`config.mk`:
```
export PLATFORM = sky130hd
export DESIGN_NAME = cmr_mode_routing
export DESIGN_NICKNAME = d
export VERILOG_FILES = /design/src/verilog/cmr_mode_routing.v
export VERILOG_INCLUDE_DIRS = /design/src /design/src/verilog
export SDC_FILE = /design/constraint.sdc
export NUM_CORES = 1
export LEC_CHECK = 0
export BUFFER_PORTS_ARGS = -buffer_cell sky130_fd_sc_hd__clkbuf_2
export CORE_MARGIN = 2
export CORE_UTILIZATION = 55
export DETAILED_ROUTE_END_ITERATION = 12
export PLACE_DENSITY = 0.83
export SETUP_SLACK_MARGIN = 0.1
export SLEW_MARGIN = 10
export SYNTH_ARGS = -nofsm -noshare
export SYNTH_HDL_FRONTEND = slang
export SYNTH_SLANG_ARGS = --single-unit
```
`constraint.sdc`:
```
create_clock -name pclk -period 2.7 [get_ports pclk]
set_input_delay 0.27 -clock pclk [delete_from_list [all_inputs] [get_ports pclk]]
set_output_delay 0.27 -clock pclk [all_outputs]
set_load 0.005 [all_outputs]
```
`src/verilog/cmr_consts.vh`:
```
// Constants of the capture/compare mode and timer routing block.
// Assumes inclusion by bare name from the design file; definitions only.
`ifndef CMR_CONSTS_VH
`define CMR_CONSTS_VH

// ****************************************************************
// Register byte addresses on the APB.
// ****************************************************************
`define CMR_ENH_CTL   8'h00
`define CMR_STD_CTL   8'h04
`define CMR_ENH_DL    8'h08
`define CMR_ENH_DH    8'h0c
`define CMR_STD_DL    8'h10
`define CMR_STD_DH    8'h14
`define CMR_TC_CTL    8'h18
`define CMR_TC_LO     8'h1c
`define CMR_TC_HI     8'h20
`define CMR_STATUS    8'h24

// ****************************************************************
// Mode select codes.
// ****************************************************************
`define CMR_MODE_OFF  4'h0
`define CMR_MODE_RSVD 4'h1
`define CMR_CMP_TOG   4'h2
`define CMR_CAP_FALL  4'h4
`define CMR_CAP_RISE  4'h5
`define CMR_CAP_4TH   4'h6
`define CMR_CAP_16TH  4'h7
`define CMR_CMP_SET   4'h8
`define CMR_CMP_CLR   4'h9
`define CMR_CMP_SWI   4'ha
`define CMR_CMP_TRIG  4'hb

// ****************************************************************
// Field positions, masks, counts and reset values.
// ****************************************************************
`define CMR_CTL_MASK  8'h3f
`define CMR_ASG_HI    6
`define CMR_ASG_LO    3
`define CMR_ST_OVF    2
`define CMR_PRE_4TH   4'h3
`define CMR_PRE_16TH  4'hf
`define CMR_RST_BYTE  8'h00
`define CMR_RST_WORD  16'h0000
`define CMR_RST_DATA  32'h00000000

`endif

```
`src/verilog/cmr_mode_routing.v`:
```
// Mode control, data registers and timer routing of two capture/compare
// units (unit 0 enhanced, unit 1 standard), reached over APB.
// Assumes the timers and the A/D converter sit outside on pclk and
// present their counts and status synchronously; capture pins are async.
//
// Function
// - Enhanced trigger mode match resets its assigned timer.
// - Trigger starts A/D only when converter enabled.
// - Software timer C write beats trigger reset.
// - Trigger reset never sets timer C overflow flag.
// - Compare value acts as timer period.
// - Control bits 7-6 read zero, ignore writes.
// - PWM duty is data low byte plus two bits.
// - Mode 0000 disables and resets unit; 0001 reserved.
// - Mode 0010 toggles pin, sets flag on match.
// - Each unit has a 16-bit data register.
// - Data register accessed as two writable bytes.
// - Capture/compare use timer A or C; PWM base.
// - Timer C control assignment bits choose timers.
// - Both units active, may share a timer.
// - Two capture units may use different timers.
// - Either trigger resets; only enhanced starts A/D.
// - Both PWM units share one PWM base.
// - Assign 1x: C both; 01: C enh, A std; 00: A.
// - Trigger resets the unit's assigned timer.
//
// Design decisions made here: the APB interface to the registers and the register offsets.

`include "cmr_consts.vh"

module cmr_mode_routing (
	input  wire        pclk,
	input  wire        presetn,
	input  wire        psel,
	input  wire        penable,
	input  wire        pwrite,
	input  wire [7:0]  paddr,
	input  wire [31:0] pwdata,
	output reg  [31:0] prdata,
	output reg         pready,
	output reg         pslverr,
	input  wire [15:0] timer_a_count,
	input  wire [15:0] timer_c_count,
	input  wire [7:0]  pwm_base_count,
	input  wire        timer_c_overflow,
	input  wire        adc_enabled,
	input  wire [1:0]  capture_in,
	output wire [1:0]  unit_pin,
	output reg         timer_a_reset,
	output reg         timer_c_reset,
	output reg         timer_c_wr_low,
	output reg         timer_c_wr_high,
	output reg  [7:0]  timer_c_wr_data,
	output reg  [7:0]  timer_c_control,
	output reg         adc_start
);

	// ****************************************************************
	// Bus decode.
	// ****************************************************************

	// A write lands only on the completing access edge.
	wire        wr = psel & penable & pready & pwrite;
	wire        setup = psel & ~penable;
	wire        wr_st = wr & (paddr == `CMR_STATUS);
	wire        wr_tlo = wr & (paddr == `CMR_TC_LO);
	wire        wr_thi = wr & (paddr == `CMR_TC_HI);
	wire        tc_wr = wr_tlo | wr_thi;
	wire [15:0] ctl_w;
	wire [31:0] dat_w;
	wire [1:0]  flag_w;
	wire [1:0]  trig_w;
	wire [1:0]  use_c_w;
	reg         ovf_flag;
	reg  [31:0] next_prdata;
	reg         next_err;

	// Timer assignment decode: enhanced takes C on 1x or 01, standard on 1x.
	wire asg_hi = timer_c_control[`CMR_ASG_HI];
	wire asg_lo = timer_c_control[`CMR_ASG_LO];

	// ****************************************************************
	// Per-unit mode logic.
	// ****************************************************************
	genvar u;
	generate
		for (u = 0; u < 2; u = u + 1) begin : g_unit
			localparam [7:0] A_CTL = (u == 0) ? `CMR_ENH_CTL : `CMR_STD_CTL;
			localparam [7:0] A_DL = (u == 0) ? `CMR_ENH_DL : `CMR_STD_DL;
			localparam [7:0] A_DH = (u == 0) ? `CMR_ENH_DH : `CMR_STD_DH;

			reg  [7:0]  ctl;
			reg  [15:0] dat;
			reg         pin;
			reg         flag;
			reg         match_q;
			reg  [3:0]  pre;
			reg         s1;
			reg         s2;
			reg         s3;
			reg         lvl;

			wire [3:0]  md = ctl[3:0];
			wire        is_cmp = (md[3:2] == 2'b10) | (md == `CMR_CMP_TOG);
			wire        is_cap = (md[3:2] == 2'b01);
			wire        is_pwm = (md[3:2] == 2'b11);
			// Each unit picks its own timer, so two captures may differ.
			wire        use_c = (u == 0) ? (asg_hi | asg_lo) : asg_hi;
			// Capture and compare count on timer A or C only.
			wire [15:0] tb = use_c ? timer_c_count : timer_a_count;
			wire        hit = is_cmp & (tb == dat);
			// Only the first cycle of a match counts, since a slow timer
			// can sit on the compare value for many clocks.
			wire        evt = hit & ~match_q;
			// Three-stage sync; a level counts once stages two and three agree.
			wire        stable = (s2 == s3);
			wire        rise = stable & s3 & ~lvl;
			wire        fall = stable & ~s3 & lvl;
			wire        cap_edge = (md == `CMR_CAP_FALL) ? fall : rise;
			wire        pre_full = (md == `CMR_CAP_4TH) ? (pre == `CMR_PRE_4TH) :
				(md == `CMR_CAP_16TH) ? (pre == `CMR_PRE_16TH) : 1'b1;
			wire        cap_evt = is_cap & cap_edge & pre_full;
			// Ten-bit duty: data low byte on top, two control bits below.
			wire [9:0]  duty = {dat[7:0], ctl[5:4]};
			// Both units compare against the single shared PWM base.
			wire        pwm_lvl = ({pwm_base_count, 2'b00} < duty);

			assign ctl_w[8*u +: 8] = ctl;
			assign dat_w[16*u +: 16] = dat;
			assign flag_w[u] = flag;
			assign unit_pin[u] = pin;
			assign use_c_w[u] = use_c;
			assign trig_w[u] = evt & (md == `CMR_CMP_TRIG);

			// Control and data registers; a capture overrides a same-cycle
			// byte write so that no event is lost.
			always @(posedge pclk or negedge presetn) begin
				if (!presetn) begin
					ctl <= `CMR_RST_BYTE;
					dat <= `CMR_RST_WORD;
				end else begin
					if (wr && paddr == A_CTL)
						ctl <= pwdata[7:0] & `CMR_CTL_MASK;
					if (cap_evt)
						dat <= tb;
					else begin
						if (wr && paddr == A_DL)
							dat[7:0] <= pwdata[7:0];
						if (wr && paddr == A_DH)
							dat[15:8] <= pwdata[7:0];
					end
				end
			end

			// Pin synchroniser and capture prescaler.
			always @(posedge pclk or negedge presetn) begin
				if (!presetn) begin
					s1 <= 1'b0;
					s2 <= 1'b0;
					s3 <= 1'b0;
					lvl <= 1'b0;
					pre <= 4'h0;
				end else begin
					s1 <= capture_in[u];
					s2 <= s1;
					s3 <= s2;
					if (stable)
						lvl <= s3;
					// Prescaler clears whenever the unit is not capturing.
					if (!is_cap)
						pre <= 4'h0;
					else if (cap_edge)
						pre <= cap_evt ? 4'h0 : pre + 4'h1;
				end
			end

			// Output pin, match history and interrupt flag.
			always @(posedge pclk or negedge presetn) begin
				if (!presetn) begin
					pin <= 1'b0;
					match_q <= 1'b0;
					flag <= 1'b0;
				end else begin
					match_q <= hit;
					// Mode off parks the pin low; reserved code does nothing.
					if (md == `CMR_MODE_OFF)
						pin <= 1'b0;
					else if (is_pwm)
						pin <= pwm_lvl;
					else if (evt) begin
						case (md)
							`CMR_CMP_TOG: pin <= ~pin;
							`CMR_CMP_SET: pin <= 1'b1;
							`CMR_CMP_CLR: pin <= 1'b0;
							default: pin <= pin;
						endcase
					end
					// Set beats a same-cycle write-one-to-clear.
					if (evt || cap_evt)
						flag <= 1'b1;
					else if (wr_st && pwdata[u])
						flag <= 1'b0;
				end
			end
		end
	endgenerate

	// ****************************************************************
	// Trigger routing to timers and A/D.
	// ****************************************************************

	// A trigger resets whichever timer its unit is assigned to.
	wire trig_a = |(trig_w & ~use_c_w);
	wire trig_c = |(trig_w & use_c_w);

	// Registered pulses, one cycle each; the timer C reset is dropped
	// when software loads the timer in the same cycle. The timer must
	// count synchronously to pclk for the reset to land.
	always @(posedge pclk or negedge presetn) begin
		if (!presetn) begin
			timer_a_reset <= 1'b0;
			timer_c_reset <= 1'b0;
			adc_start <= 1'b0;
		end else begin
			timer_a_reset <= trig_a;
			timer_c_reset <= trig_c & ~tc_wr;
			adc_start <= trig_w[0] & adc_enabled;
		end
	end

	// Timer C control and write strobes toward the far timer.
	always @(posedge pclk or negedge presetn) begin
		if (!presetn) begin
			timer_c_control <= `CMR_RST_BYTE;
			timer_c_wr_low <= 1'b0;
			timer_c_wr_high <= 1'b0;
			timer_c_wr_data <= `CMR_RST_BYTE;
		end else begin
			if (wr && paddr == `CMR_TC_CTL)
				timer_c_control <= pwdata[7:0];
			timer_c_wr_low <= wr_tlo;
			timer_c_wr_high <= wr_thi;
			if (tc_wr)
				timer_c_wr_data <= pwdata[7:0];
		end
	end

	// Overflow flag: only true rollovers set it, never a trigger reset.
	// Set wins over a same-cycle clear.
	always @(posedge pclk or negedge presetn) begin
		if (!presetn)
			ovf_flag <= 1'b0;
		else if (timer_c_overflow && !timer_c_reset)
			ovf_flag <= 1'b1;
		else if (wr_st && pwdata[`CMR_ST_OVF])
			ovf_flag <= 1'b0;
	end

	// ****************************************************************
	// APB read mux and handshake.
	// ****************************************************************

	// Read data is picked in the setup cycle; unmapped offsets error.
	always @* begin
		next_prdata = `CMR_RST_DATA;
		next_err = 1'b0;
		case (paddr)
			`CMR_ENH_CTL: next_prdata[7:0] = ctl_w[7:0];
			`CMR_STD_CTL: next_prdata[7:0] = ctl_w[15:8];
			`CMR_ENH_DL: next_prdata[7:0] = dat_w[7:0];
			`CMR_ENH_DH: next_prdata[7:0] = dat_w[15:8];
			`CMR_STD_DL: next_prdata[7:0] = dat_w[23:16];
			`CMR_STD_DH: next_prdata[7:0] = dat_w[31:24];
			`CMR_TC_CTL: next_prdata[7:0] = timer_c_control;
			`CMR_TC_LO: next_prdata[7:0] = timer_c_count[7:0];
			`CMR_TC_HI: next_prdata[7:0] = timer_c_count[15:8];
			`CMR_STATUS: next_prdata[2:0] = {ovf_flag, flag_w};
			default: next_err = 1'b1;
		endcase
	end

	// One wait state: pready is high in the second access cycle.
	always @(posedge pclk or negedge presetn) begin
		if (!presetn) begin
			pready <= 1'b0;
			prdata <= `CMR_RST_DATA;
			pslverr <= 1'b0;
		end else begin
			pready <= psel & penable & ~pready;
			if (setup) begin
				prdata <= next_prdata;
				pslverr <= next_err;
			end
		end
	end

endmodule // cmr_mode_routing

```
# Yosys cells after proc, flatten, opt, wreduce, memory -nomap -nowiden
# Index checks and enable logic that the tools add are counted.
[word_totals] reg_bits=98 out_inout_bits=57
[op_classes] n_eq_ne=39 order_cmp=2 addsub=2 mux=37 reduce_logical=33 bitwise_logic=46
[op_table] op="two-way mux 16 bit" n=4
[op_table] op="case mux 5 bit (9 select lines)" n=1
[op_table] op="equality test 16 bit" n=2
[op_table] op="equality test 4 bit, second input constant" n=8
[op_table] op="equality test 8 x 5 -> 1 bit, second input constant" n=4
[op_table] op="two-way mux 8 bit" n=4
[op_table] op="case mux 3 bit (10 select lines)" n=1
[op_table] op="bitwise AND 1 bit" n=28
[op_table] op="equality test 4 x 3 -> 1 bit, second input constant" n=6
[op_table] op="two-way mux 4 bit" n=6
[op_table] op="less-than comparator 10 bit" n=2
[op_table] op="two-way mux 1 bit" n=19
[op_table] op="equality test 4 x 2 -> 1 bit, second input constant" n=4
[op_table] op="equality test 8 x 4 -> 1 bit, second input constant" n=2
[op_table] op="equality test 8 x 6 -> 1 bit, second input constant" n=2
[op_table] op="nonzero test 2 bit" n=7
[op_table] op="logical AND 1 bit" n=11
[op_table] op="NOT 1 bit" n=11
[op_table] op="nonzero test 5 bit" n=2
[op_table] op="OR reduction 10 bit" n=1
[op_table] op="adder 4 x 1 -> 4 bit, second input constant" n=2
[op_table] op="equality test 2 bit, second input constant" n=4
[op_table] op="equality test 8 x 3 -> 1 bit, second input constant" n=1
[op_table] op="logical NOT 4 bit" n=2
[op_table] op="other kinds (13)" n=25

# Longest topological paths before layout
# Gate-level depths: netlist of the first run.
[depth] depth_word=9 mapped_depth=10

# Least setup slack after synthesis of the first run
# Ideal clock, no wire load.
[synth_path] path_type="flip-flop to flip-flop" start="reg timer_c_control[6]" end="reg g_unit[0].pin" arrival_ns=2.007 path_slack_ns=0.564 path_buffers=0 t_required_ns=2.571 path_stages_with_launch=9 path_cell_list="dfrtp_1 > nor2_4 > o221ai_1 > or3_1 > a22oi_1 > nand4_4 > nor4_1 > nor3_1 > a2bb2oi_1"
[synth_via] elab_chain_len=7
[synth_lines] element="start: declaration" line="cmr_mode_routing.v:54" source="output reg [7:0] timer_c_control,"
[synth_lines] element="start signal: assignment" line="cmr_mode_routing.v:234" source="timer_c_control <= `CMR_RST_BYTE;"
[synth_lines] element="start signal: assignment" line="cmr_mode_routing.v:240" source="timer_c_control <= pwdata[7:0];"
[synth_lines] element="bitwise OR 1 bit"
[synth_lines] element="two-way mux 16 bit" line="cmr_mode_routing.v:110" source="wire [15:0] tb = use_c ? timer_c_count : timer_a_count;"
[synth_lines] element="equality test 16 bit" line="cmr_mode_routing.v:111" source="wire hit = is_cmp & (tb == dat);"
[synth_lines] element="bitwise AND 1 bit" line="cmr_mode_routing.v:111"
[synth_lines] element="bitwise AND 1 bit" line="cmr_mode_routing.v:114" source="wire evt = hit & ~match_q;"
[synth_lines] element="nonzero test 3 bit (no source line)"
[synth_lines] element="AND reduction 2 bit (no source line)"
[synth_lines] element="end signal: assignment" line="cmr_mode_routing.v:189" source="pin <= pwm_lvl;"
[synth_lines] element="end signal: assignment" line="cmr_mode_routing.v:192" source="`CMR_CMP_TOG: pin <= ~pin;"
[synth_lines] element="end signal: assignment" line="cmr_mode_routing.v:195" source="default: pin <= pin;"
[synth_lines] element="end: declaration" line="cmr_mode_routing.v:94" source="reg pin;"
# No other way between the ends.
# A chain may end at the register's enable or synchronous reset.

# Worst setup path in the final report of the first run
[layout_path] start="reg timer_c_control[6]" end="reg timer_c_reset"
[layout_rtl] element="two-way mux 16 bit" line="cmr_mode_routing.v:110"
[layout_rtl] element="equality test 16 bit" line="cmr_mode_routing.v:111"
[layout_rtl] element="bitwise AND 1 bit" line="cmr_mode_routing.v:111"
[layout_rtl] element="via g_unit[1].hit" line="cmr_mode_routing.v:111"
[layout_rtl] element="bitwise AND 1 bit" line="cmr_mode_routing.v:114"
[layout_rtl] element="bitwise AND 1 bit" line="cmr_mode_routing.v:133" source="assign trig_w[u] = evt & (md == `CMR_CMP_TRIG);"
[layout_rtl] element="bitwise AND 2 bit" line="cmr_mode_routing.v:214" source="wire trig_c = |(trig_w & use_c_w);"
[layout_rtl] element="OR reduction 2 bit" line="cmr_mode_routing.v:214"
[layout_rtl] element="bitwise AND 1 bit" line="cmr_mode_routing.v:226" source="timer_c_reset <= trig_c & ~tc_wr;"
[layout_rtl] element="end signal: assignment" line="cmr_mode_routing.v:226"
[layout_rtl] element="end: declaration" line="cmr_mode_routing.v:50" source="output reg timer_c_reset,"
# The timed path passes the listed nets, and every way through them passes these cells.

==> implementation parameters, run 1 <==
Parameter                              Value

Clock tree
  Count of H-tree levels built during CTS ... 3
  Clk Latency, worst-skew pair ... 350 ps
  Buffer depth of the longest clock path ... 2
  Number of buffers added by the clock tree synthesis step ... 9
  Register clock-pin slew on the reported worst setup and hold paths ... 70 ps
  TritonCTS clock tree ... yes
  CTS sink cnt ... 98
  Cell chosen for the clock root ... sky130_fd_sc_hd__clkbuf_16

Placed design
  Placement-stage worst setup slack ... 143 ps
  Count of input and output buffers ... 97
  Weighted congestion at the end of routability-driven global placement ... 1.01
  Estimated wirelength of the detail-placed design ... 14.4 mm
  Cell count after placement ... 874

Critical path
  Critical path's largest stage delay ... 430 ps
  Startpoint types ... flip-flop
  CP arrival ... 2840 ps
  RR Startpoint ... timer_c_control[6]
  Slowest cell on crit path ... sky130_fd_sc_hd__dfrtp_2
  Worst-path fanout max ... 8
  CP cell instances ... buf_4, clkbuf_16, mux2i_1, xnor2_1, nor4_1, nand4_1, nor4_4, and2_4, o21ai_1, a21oi_2
  Category of the most critical setup path ... flip-flop to flip-flop
  Depth of the worst register-to-register path ... 10
  Worst endpoint required time ... 2970 ps
  CP endpoint kind ... flip-flop
  Worst reg-to-reg setup slack ... 130 ps
  Endpoint of the lowest-slack register-to-register path ... timer_c_reset

Global routing
  Number of global-route vias before repair ... 5,317
  Antenna violations before repair ... 0
  Global-route wire length before repair ... 29.2 mm
  Total global routing overflow ... 0
  Largest net degree at the start of global routing ... 40
  Aggregate global-route resource usage ... 30.7%

Detailed routing
  Via total after detailed routing ... 5,698
  DRC violation count after routing ... 0
  First-pass DRT Iterations ... 7
  Detailed-route vias per instance ... 6.32
  Starting DRT DRC Count ... 632
  Routed wire length ... 19.4 mm
  Antenna Nets Post-Route ... 0
  Average wire per cell in the routed design ... 21.5 um

Layout
  Final Net Count ... 867
  Post-Layout Cell Count ... 901
  Fraction of final layout cells with drive strength greater than 1 ... 25.2%
  Layout-stage area growth over the synthesis result ... 17.5%
  Most frequent cells in the layout ... 97 x sky130_fd_sc_hd__dfrtp_1, 96 x sky130_fd_sc_hd__clkbuf_2, 46 x sky130_fd_sc_hd__a21oi_1
  Antenna fix cells ... 0
  Leading cell type in the layout, fill and taps excluded ... sky130_fd_sc_hd__dfrtp_1

Synth
  Combinational family with the most area after synthesis ... compound AO/OA/AOI/OAI gates
  Yosys warns ... 0
  Sequential cell area fraction in the yosys report ... 39.4%
  Number of synthesized flops with an enable pin ... 0
  Mean Syn Cell Area ... 9.72 sq um
  Post-synth design cell area ... 6230 sq um
  Post-synthesis compound-gate area fraction ... 19.5%
  Mux cell area share after synthesis ... 10.2%
  Gate Count Post-Synth ... 641
  Simple-gate share of the synthesized area ... 15.1%
  Synthesis-stage register bit count ... 98
  Most common flop cell mapped by yosys ... sky130_fd_sc_hd__dfrtp_1
  Count of distinct cell types in the synthesized netlist ... 58
  XOR/XNOR Fraction of Synth Area ... 4.50%
  Adder and majority gate portion of the synthesized area ... 4.42%
  Share of flip-flops with an asynchronous set or reset ... 100%

Timing
  Final cycle utilization of the critical path ... 95.2%
  Worst clock skew on the final layout ... 12.0 ps
  Total Negative Setup Slacks ... 0 ps
  Setup repair after global routing missed its margin ... yes
  Total of endpoints with negative setup slack in the final report ... 0
  Peak Freq ... 0.389 GHz
  Final worst slack ... 129 ps
  Final Hold Slack ... 27.0 ps
  Slew Limit Fails ... 0
  Minimum clock period ... 2570 ps
  Headroom to the max-slew limit ... 58.1%
  Final hold viol count ... 0
  Tightest Pin Transition ... 622 ps

Outcome
  Outcome ... completed

Pwr
  Peak supply drop ... 0.000343 V
  Leakage power figure ... 3.59 nW
  Post-layout power ... 3.13 mW
  Power density relative to cell area ... 428 nW/um^2

Floorplan
  Boundary pin count ... 146
  Die area ... 12,200 sq um
  Starting utilization of the core area ... 57.0%
  Placeable Area ... 10,900 sq um
  Chip height ... 110 um
  Num rows ... 38
  Floorplan die width ... 110 um

Hold path
  Hold WC Path Type ... input port to flip-flop
  Count of cells along the worst hold path ... 1
  WHS Endpoint ... g_unit[0].s1
  Worst Hold Launch ... capture_in[0]

Job
  Max-cap check violation count ... 0
## timing repair
action | 4_1_cts | 5_1_grt
hold endpoints to repair | 34 | 0
hold buffers | 1 | 0
gates resized for setup | 0 | 6
setup endpoints to repair | 0 | 5
setup buffers | 0 | 9
## metal layers
layer	global-route usage (%)	wire length (um)	vias up
met5	0	0	-
met4	16.4	991	0
met3	5.10	1800	58
met2	47.6	8780	315
met1	41.5	7810	2753
li1	-	-	2572
## worst max-delay path, delay by kind of cell (launching register included)
kind,cells,cell delay [ps]
and+or+nand+nor,4,1120
DFF,1,430
buffers and inverters,2,300
AOI/OAI and AO/OA,2,200
xor gates and xnor gates,1,110
muxes,1,330
## layout make-up
cell class / instances / area, sq um
tap: 140 / 175
fill: 886 / 3610
sequential: 98 / 2450
clock inverter: 3 / 46.3
clock buffer: 13 / 250
multi-input combinational: 486 / 3470
inverter: 27 / 101
timing repair buffer: 134 / 823
## sequential cells by signal (all words and copies together), names as in the netlist
register	count
prdata	8
g_unit.s1	2
g_unit.pin	2
ovf_flag	1
g_unit.ctl	12
g_unit.dat	32
timer_c_wr_high	1
timer_a_reset	1
timer_c_wr_data	8
timer_c_wr_low	1
g_unit.pre	8
timer_c_reset	1
pready	1
g_unit.s2	2
g_unit.flag	2
adc_start	1
g_unit.lvl	2
pslverr	1
g_unit.match_q	2
g_unit.s3	2
timer_c_control	8
## stage by stage
step / instance area (sq um) / utilization, %
after floorplan: 6310 / -
final: 7320 / 66.9
after global routing: 7320 / 66.9
after detailed placement: 6880 / 62.9
after global placement: 6880 / 62.9
after CTS: 7190 / 65.7
## where the power goes
part	total, mW	switching, mW	internal [mW]
Sequential	1.51	0.0198	1.49
Combinational	0.324	0.203	0.121
Clock	1.30	0.551	0.749
## cell usage after synthesis (24+ instances only)
library cell | number | area share [%]
sky130_fd_sc_hd__dfrtp_1 | 98 | 39
sky130_fd_sc_hd__and3_1 | 35 | 3.5
sky130_fd_sc_hd__xnor2_1 | 24 | 3.4
sky130_fd_sc_hd__a21oi_1 | 48 | 3.9
sky130_fd_sc_hd__inv_1 | 27 | 1.6
sky130_fd_sc_hd__buf_4 | 26 | 3.1
sky130_fd_sc_hd__o21ai_0 | 24 | 1.9
sky130_fd_sc_hd__mux2_2 | 28 | 5.1
sky130_fd_sc_hd__mux2i_1 | 32 | 5.1
sky130_fd_sc_hd__nor2_1 | 30 | 1.8
sky130_fd_sc_hd__nand2_1 | 34 | 2.0
sky130_fd_sc_hd__a211oi_1 | 33 | 4.0
## logic make-up (layout without fill, tap and decap cells)
group	Yosys count	in the layout
flops	98	98
buf+inv	80	177
compound gates	179	179
fa+ha+maj	22	22
xor+xnor	32	32
simple gates	169	169
other cells	1	24
mux	60	60
## worst max-delay path by stage
stage / slack (ps) / to / depth (start not counted) / from
after global routing: -5 / timer_c_reset / 10 / timer_c_control[6]
after global placement: 220 / g_unit[0].pin / 9 / timer_c_control[6]
after floorplan: 560 / g_unit[0].pin / 8 / timer_c_control[6]
after detailed placement: 140 / timer_c_reset / 9 / timer_c_control[6]
after CTS: 130 / timer_c_reset / 9 / timer_c_control[6]
final: 130 / timer_c_reset / 10 / timer_c_control[6]
Note: power is estimated with default switching activity, not from simulation.
==> run 2: changes to the inputs <==
--- a/config.mk
+++ b/config.mk
@@ -9,7 +9,7 @@
 export BUFFER_PORTS_ARGS = -buffer_cell sky130_fd_sc_hd__clkbuf_2
 export CORE_MARGIN = 2
-export CORE_UTILIZATION = 55
+export CORE_UTILIZATION = 47
 export DETAILED_ROUTE_END_ITERATION = 12
-export PLACE_DENSITY = 0.83
+export PLACE_DENSITY = 0.73
 export SETUP_SLACK_MARGIN = 0.1
 export SLEW_MARGIN = 10
==> constraint.sdc (replaced) <==
create_clock -name pclk -period 2.7 [get_ports pclk]
set_input_delay 0.27 -clock pclk [delete_from_list [all_inputs] [get_ports pclk]]
set_output_delay 0.27 -clock pclk [all_outputs]
set_load 0.1 [all_outputs]
==> run 2 against run 1 <==
Against the previous run: sequential cell count unchanged; worst setup slack better by 47 ps; global-route usage down 1.9 points; clock skew down 4.9 ps; die area up 16%; sequential power about the same; critical path type unchanged; core utilization down 8.4 points.
==> implementation parameters, run 2 (same netlist as run 1, synthesis figures left out) <==
Parameter                              Value

Hold path
  Worst Hold Launch ... capture_in[1]
  WHS Endpoint ... g_unit[1].s1
  Hold WC Path Type ... input port to flip-flop
  Count of cells along the worst hold path ... 1 (unchanged)

Timing
  Slew Limit Fails ... 0 (unchanged)
  Peak Freq ... 0.396 GHz (+1.9%)
  Total of endpoints with negative setup slack in the final report ... 0 (unchanged)
  Setup repair after global routing missed its margin ... yes
  Headroom to the max-slew limit ... 58.4% (+0.27 points)
  Worst clock skew on the final layout ... 7.05 ps (-4.94 ps)
  Minimum clock period ... 2520 ps (-46.9 ps)
  Final worst slack ... 176 ps (+46.9 ps)
  Total Negative Setup Slacks ... 0 ps (unchanged)
  Tightest Pin Transition ... 622 ps (-0.582 ps)
  Final cycle utilization of the critical path ... 93.5% (-1.7 points)
  Final hold viol count ... 0 (unchanged)

Clock tree
  Number of buffers added by the clock tree synthesis step ... 9 (unchanged)
  Buffer depth of the longest clock path ... 2 (unchanged)
  Count of H-tree levels built during CTS ... 3 (unchanged)
  CTS sink cnt ... 98 (unchanged)
  Cell chosen for the clock root ... sky130_fd_sc_hd__clkbuf_16
  TritonCTS clock tree ... yes
  Clk Latency, worst-skew pair ... 360 ps (about the same)
  Register clock-pin slew on the reported worst setup and hold paths ... 70 ps (about the same)

Critical path
  Depth of the worst register-to-register path ... 10 (unchanged)
  RR Startpoint ... timer_c_control[6]
  Critical path's largest stage delay ... 530 ps (+100 ps)
  Startpoint types ... flip-flop
  Worst reg-to-reg setup slack ... 180 ps (+50 ps)
  Endpoint of the lowest-slack register-to-register path ... g_unit[0].pin
  Category of the most critical setup path ... flip-flop to flip-flop
  CP cell instances ... buf_12, nor2_2, buf_4, or4_1, o21ai_2, and3_1, nand4_4, nor4_2, nor3_1, a2bb2oi_1
  Worst endpoint required time ... 2940 ps (-30 ps)
  CP endpoint kind ... flip-flop
  Slowest cell on crit path ... sky130_fd_sc_hd__or4_1
  Worst-path fanout max ... 6 (-2)
  CP Buf/Inv Count ... 2 (unchanged)
  CP arrival ... 2770 ps (-70 ps)
  Critical path's top delay family ... simple AND/OR/NAND/NOR gates

Layout
  Layout-stage area growth over the synthesis result ... 23.0%
  Post-Layout Cell Count ... 944 (+4.8%)
  Register containing the most flip-flops in the final layout ... g_unit.dat
  Fillers ... 1,133 (+28%)
  Flip-flop count of the largest register after layout ... 32 (unchanged)
  Fraction of final layout cells with drive strength greater than 1 ... 29.3% (+4.1 points)
  Biggest regs ... g_unit.dat (32), g_unit.ctl (12)
  Antenna fix cells ... 0 (unchanged)
  Most frequent cells in the layout ... 96 x sky130_fd_sc_hd__dfrtp_1, 96 x sky130_fd_sc_hd__clkbuf_2, 46 x sky130_fd_sc_hd__a21oi_1
  Final Net Count ... 874 (+0.81%)

Detailed routing
  Amount of wire on met3 after detailed routing ... 1.72 mm (-4.4%)
  Routed wire length ... 20.7 mm (+6.7%)
  Detailed-route vias per instance ... 6.13 (-3.1%)
  Average wire per cell in the routed design ... 21.9 um (+1.9%)
  Post-route met1 wirelength ... 8.82 mm (+13%)
  Starting DRT DRC Count ... 501 (-21%)
  Uppermost layer routed ... met4
  Length of routed met2 wiring ... 9.33 mm (+6.3%)
  Via total after detailed routing ... 5,783 (+1.5%)
  Antenna Nets Post-Route ... 0 (unchanged)
  DRC violation count after routing ... 0 (unchanged)
  First-pass DRT Iterations ... 6 (-1)

Placed design
  Placement-stage worst setup slack ... 135 ps (-7.89 ps)
  Weighted congestion at the end of routability-driven global placement ... 1.02 (+0.31%)
  Cell count after placement ... 908 (+3.9%)
  Count of input and output buffers ... 97 (unchanged)
  Estimated wirelength of the detail-placed design ... 15.0 mm (+4.4%)

Global routing
  Largest net degree at the start of global routing ... 51 (+28%)
  Global-route wire length before repair ... 30.8 mm (+5.6%)
  Aggregate global-route resource usage ... 28.9% (-1.9 points)
  Number of global-route vias before repair ... 5,473 (+2.9%)
  Total global routing overflow ... 0 (unchanged)
  Antenna violations before repair ... 0 (unchanged)

Pwr
  Peak supply drop ... 0.000330 V (-3.8%)
  Leakage power figure ... 3.68 nW (+2.4%)
  Power density relative to cell area ... 439 nW/um^2 (+2.7%)

Floorplan
  Chip height ... 119 um (+7.9%)
  Starting utilization of the core area ... 47.6% (-9.4 points)
  Floorplan die width ... 119 um (+7.9%)
  Boundary pin count ... 146 (unchanged)
  Placeable Area ... 13,100 sq um (+20%)
  Die area ... 14,200 sq um (+16%)
  Num rows ... 42 (+11%)

Outcome
  Outcome ... completed

Job
  Max-cap check violation count ... 0 (unchanged)
## run 2: worst max path at each step
stage,cells past startpoint,startpoint,endpoint,slack (ps)
after floorplan,8,timer_c_control[6],g_unit[0].pin,300
after global placement,9,timer_c_control[3],g_unit[0].pin,210
after detailed placement,9,timer_c_control[3],timer_c_reset,130
after CTS,9,timer_c_control[3],timer_c_reset,100
after global routing,10,timer_c_control[6],timer_c_reset,60
final,10,timer_c_control[6],g_unit[0].pin,180
## run 2: area by class of cell
cell class	instances	area, sq um	area share, %
multi-input combinational	487	3670	47.9
sequential	98	2450	32.0
timing repair buffer	140	910	11.9
clock buffer	9	225	2.94
tap	176	220	2.87
inverter	27	101	1.32
clock inverter	7	76.3	0.996
## run 2: power by group
group | switching, mW | internal (mW)
logic | 0.375 | 0.132
clock network | 0.619 | 0.729
registers | 0.0208 | 1.49
total | 1.01 | 2.35
## run 2: routing by layer
metal / track usage, % / vias up
met5: 0 / -
met4: 12.7 / 0
met3: 5.17 / 47
met2: 44.3 / 317
met1: 40.0 / 2836
li1: - / 2583
## run 2: through the flow
stage | total power, mW | area (sq um) | hold slack [ps] | util [%]
2_1_floorplan | 1.85 | 6320 | -25.6 | -
3_3_place_gp | 2.00 | 6920 | 261 | 52.8
3_5_place_dp | 2.00 | 6920 | 270 | 52.8
4_1_cts | 3.35 | 7230 | 5.02 | 55.2
5_1_grt | 3.47 | 7660 | 6.37 | 58.5
6_report | 3.36 | 7660 | 14.3 | 58.5
## run 2: worst register-to-register path, delay by kind of cell (launching register included)
kind / cells / cell delay, ps
buffers and inverters: 2 / 300
AOI/OAI and AO/OA: 2 / 300
DFF: 1 / 470
and+or+nand+nor: 6 / 1350
## run 2: timing repair
| item | 4_1_cts | 5_1_grt |
|---|---|---|
| hold buffers | 1 | 0 |
| hold endpoints to repair | 34 | 0 |
| endpoints found under the setup margin | 0 | 5 |
| gates resized for setup | 0 | 40 |
| buffers inserted | 0 | 16 |
==> run 3: changes to the inputs <==
==> constraint.sdc (replaced) <==
create_clock -name pclk -period 2.7 [get_ports pclk]
set_input_delay 0.135 -clock pclk [delete_from_list [all_inputs] [get_ports pclk]]
set_output_delay 0.135 -clock pclk [all_outputs]
set_load 0.1 [all_outputs]
==> run 3 against run 2 <==
Against the previous run: non-clock buffer count fell by 12; highest routed layer unchanged; design area fell by 5.0%; first-iteration DRC count rose by 11%.
==> implementation parameters, run 3 (same netlist as run 1, synthesis figures left out) <==
Parameter                              Value

Timing
  Peak Freq ... 0.399 GHz (+0.60%)
  Headroom to the max-slew limit ... 60.4% (+1.9 points)
  Tightest Pin Transition ... 593 ps (-29.1 ps)
  Total of endpoints with negative setup slack in the final report ... 0 (unchanged)
  Minimum clock period ... 2510 ps (-15.2 ps)
  Setup repair after global routing missed its margin ... no
  Final hold viol count ... 0 (unchanged)
  Final cycle utilization of the critical path ... 92.9% (-0.56 points)
  Total Negative Setup Slacks ... 0 ps (unchanged)
  Worst clock skew on the final layout ... 11.2 ps (+4.18 ps)
  Slew Limit Fails ... 0 (unchanged)

Layout
  Post-Layout Cell Count ... 931 (-1.4%)
  Layout-stage area growth over the synthesis result ... 16.8%
  Post-layout util ... 55.6% (-3.0 points)
  Area occupied by registers ... 2450 sq um (unchanged)
  Most frequent cells in the layout ... 96 x sky130_fd_sc_hd__dfrtp_1, 96 x sky130_fd_sc_hd__clkbuf_2, 46 x sky130_fd_sc_hd__a21oi_1
  Register containing the most flip-flops in the final layout ... g_unit.dat
  Antenna fix cells ... 0 (unchanged)
  Flip-flop count of the largest register after layout ... 32 (unchanged)
  Biggest regs ... g_unit.dat (32), g_unit.ctl (12)
  Fraction of final layout cells with drive strength greater than 1 ... 24.4% (-4.9 points)
  Area used by multi-input combinational logic ... 3460 sq um (-5.8%)
  Final Net Count ... 861 (-1.5%)
  Fillers ... 1,190 (+5.0%)

Critical path
  CP Buf/Inv Count ... 2 (unchanged)
  Startpoint types ... flip-flop
  Slowest cell on crit path ... sky130_fd_sc_hd__dfrtp_2
  CP cell instances ... buf_6, mux2i_1, xnor2_1, nor4_1, nand4_1, nor4_4, buf_4, a21oi_1, a21oi_1, a21oi_1
  Critical path's largest stage delay ... 400 ps (-130 ps)
  CP arrival ... 2750 ps (-20 ps)
  Critical path's top delay family ... simple AND/OR/NAND/NOR gates
  Category of the most critical setup path ... flip-flop to flip-flop
  CP endpoint kind ... flip-flop
  Dominant cell type by count on the critical path ... sky130_fd_sc_hd__a21oi_1
  Worst endpoint required time ... 2940 ps (about the same)
  Worst-path fanout max ... 21 (+15)

Detailed routing
  DRC violation count after routing ... 0 (unchanged)
  Antenna Nets Post-Route ... 0 (unchanged)
  Average wire per cell in the routed design ... 21.2 um (-3.0%)
  Via total after detailed routing ... 5,683 (-1.7%)
  First-pass DRT Iterations ... 6 (unchanged)
  Starting DRT DRC Count ... 558 (+11%)
  Detailed-route vias per instance ... 6.10 (-0.36%)
  Routed wire length ... 19.8 mm (-4.4%)

Clock tree
  Count of H-tree levels built during CTS ... 3 (unchanged)
  Clk Latency, worst-skew pair ... 360 ps (about the same)
  Number of buffers added by the clock tree synthesis step ... 9 (unchanged)
  Register clock-pin slew on the reported worst setup and hold paths ... 70 ps (about the same)
  Buffer depth of the longest clock path ... 2 (unchanged)
  TritonCTS clock tree ... yes
  CTS sink cnt ... 98 (unchanged)
  Cell chosen for the clock root ... sky130_fd_sc_hd__clkbuf_16

Pwr
  Power density relative to cell area ... 443 nW/um^2 (+0.93%)
  Leakage power figure ... 3.54 nW (-3.7%)
  Peak supply drop ... 0.000316 V (-4.0%)

Placed design
  Count of input and output buffers ... 97 (unchanged)
  Weighted congestion at the end of routability-driven global placement ... 0.946 (-6.8%)
  Cell count after placement ... 906 (-0.22%)
  Estimated wirelength of the detail-placed design ... 14.6 mm (-2.9%)

Global routing
  Largest net degree at the start of global routing ... 99 (+94%)
  Total global routing overflow ... 0 (unchanged)
  Antenna violations before repair ... 0 (unchanged)
  Aggregate global-route resource usage ... 28.5% (-0.39 points)
  Global-route wire length before repair ... 30.5 mm (-1.1%)
  Number of global-route vias before repair ... 5,389 (-1.5%)

Hold path
  Hold WC Path Type ... input port to flip-flop

Floorplan
  Die area ... 14,200 sq um (unchanged)
  Starting utilization of the core area ... 47.6% (unchanged)
  Boundary pin count ... 146 (unchanged)
  Floorplan die width ... 119 um (unchanged)
  Num rows ... 42 (unchanged)
  Placeable Area ... 13,100 sq um (unchanged)
  Chip height ... 119 um (unchanged)

Outcome
  Outcome ... completed

Job
  Max-cap check violation count ... 0 (unchanged)
[run 3: cell type report]
type / instances / share of cell area (%)
well taps: 176 / 3.03
inverters: 27 / 1.39
repair buffers: 128 / 10.4
clock buffers: 10 / 3.15
multi-input cells: 486 / 47.6
clock inverters: 6 / 0.671
flip-flops and latches: 98 / 33.8
[run 3: worst paths after layout]
kind / endpoint / slack, ps / from / cells past startpoint
max: g_unit[1].pin / 190 / timer_c_control[6] / 10
min: ovf_flag / 30 / timer_c_overflow / 3
max reg2reg: g_unit[1].pin / 190 / timer_c_control[6] / 10
min reg2reg: g_unit[0].s2 / 350 / g_unit[0].s1 / 0
max in group asynchronous: timer_c_control[6] / 1910 / presetn / 3
min in group asynchronous: timer_c_wr_data[2] / 390 / presetn / 3
[run 3: power by group]
| part | internal (mW) | leakage [nW] | switching [mW] | total [mW] |
|---|---|---|---|---|
| clock network | 0.639 | 0.138 | 0.600 | 1.24 |
| logic | 0.119 | 2.07 | 0.356 | 0.475 |
| registers | 1.49 | 1.34 | 0.0207 | 1.51 |
| total | 2.25 | 3.54 | 0.977 | 3.22 |
[run 3: per-layer routing]
metal | up-vias | global-route usage (%) | share of wire, %
li1 | 2546 | - | -
met1 | 2744 | 40.3 | 42
met2 | 353 | 42.7 | 44
met3 | 40 | 5.27 | 10
met4 | 0 | 12.3 | 3.4
met5 | - | 0 | 0
[run 3: per-stage QoR]
step           area, sq um  worst slack (ps)  power, mW  hold slack [ps]
2_1_floorplan         6320               298       1.85             -161
3_3_place_gp          6900               112       1.99              240
3_5_place_dp          6900               114       2.00              240
4_1_cts               7220               152       3.25             21.7
5_1_grt               7270               106       3.35             58.8
6_report              7270               191       3.22             29.8
[run 3: tightest hold or removal path: stages]
cell and delay (ps):
sky130_fd_sc_hd__clkbuf_2 80, sky130_fd_sc_hd__inv_1 40, sky130_fd_sc_hd__o21ai_0 90
[run 3: timing repair]
item	CTS	global route
pin swaps	0	1
setup endpoints to repair	2	4
resized for setup	1	3
hold buffers	4	0
endpoints found under the hold margin	101	0
setup buffers	0	5
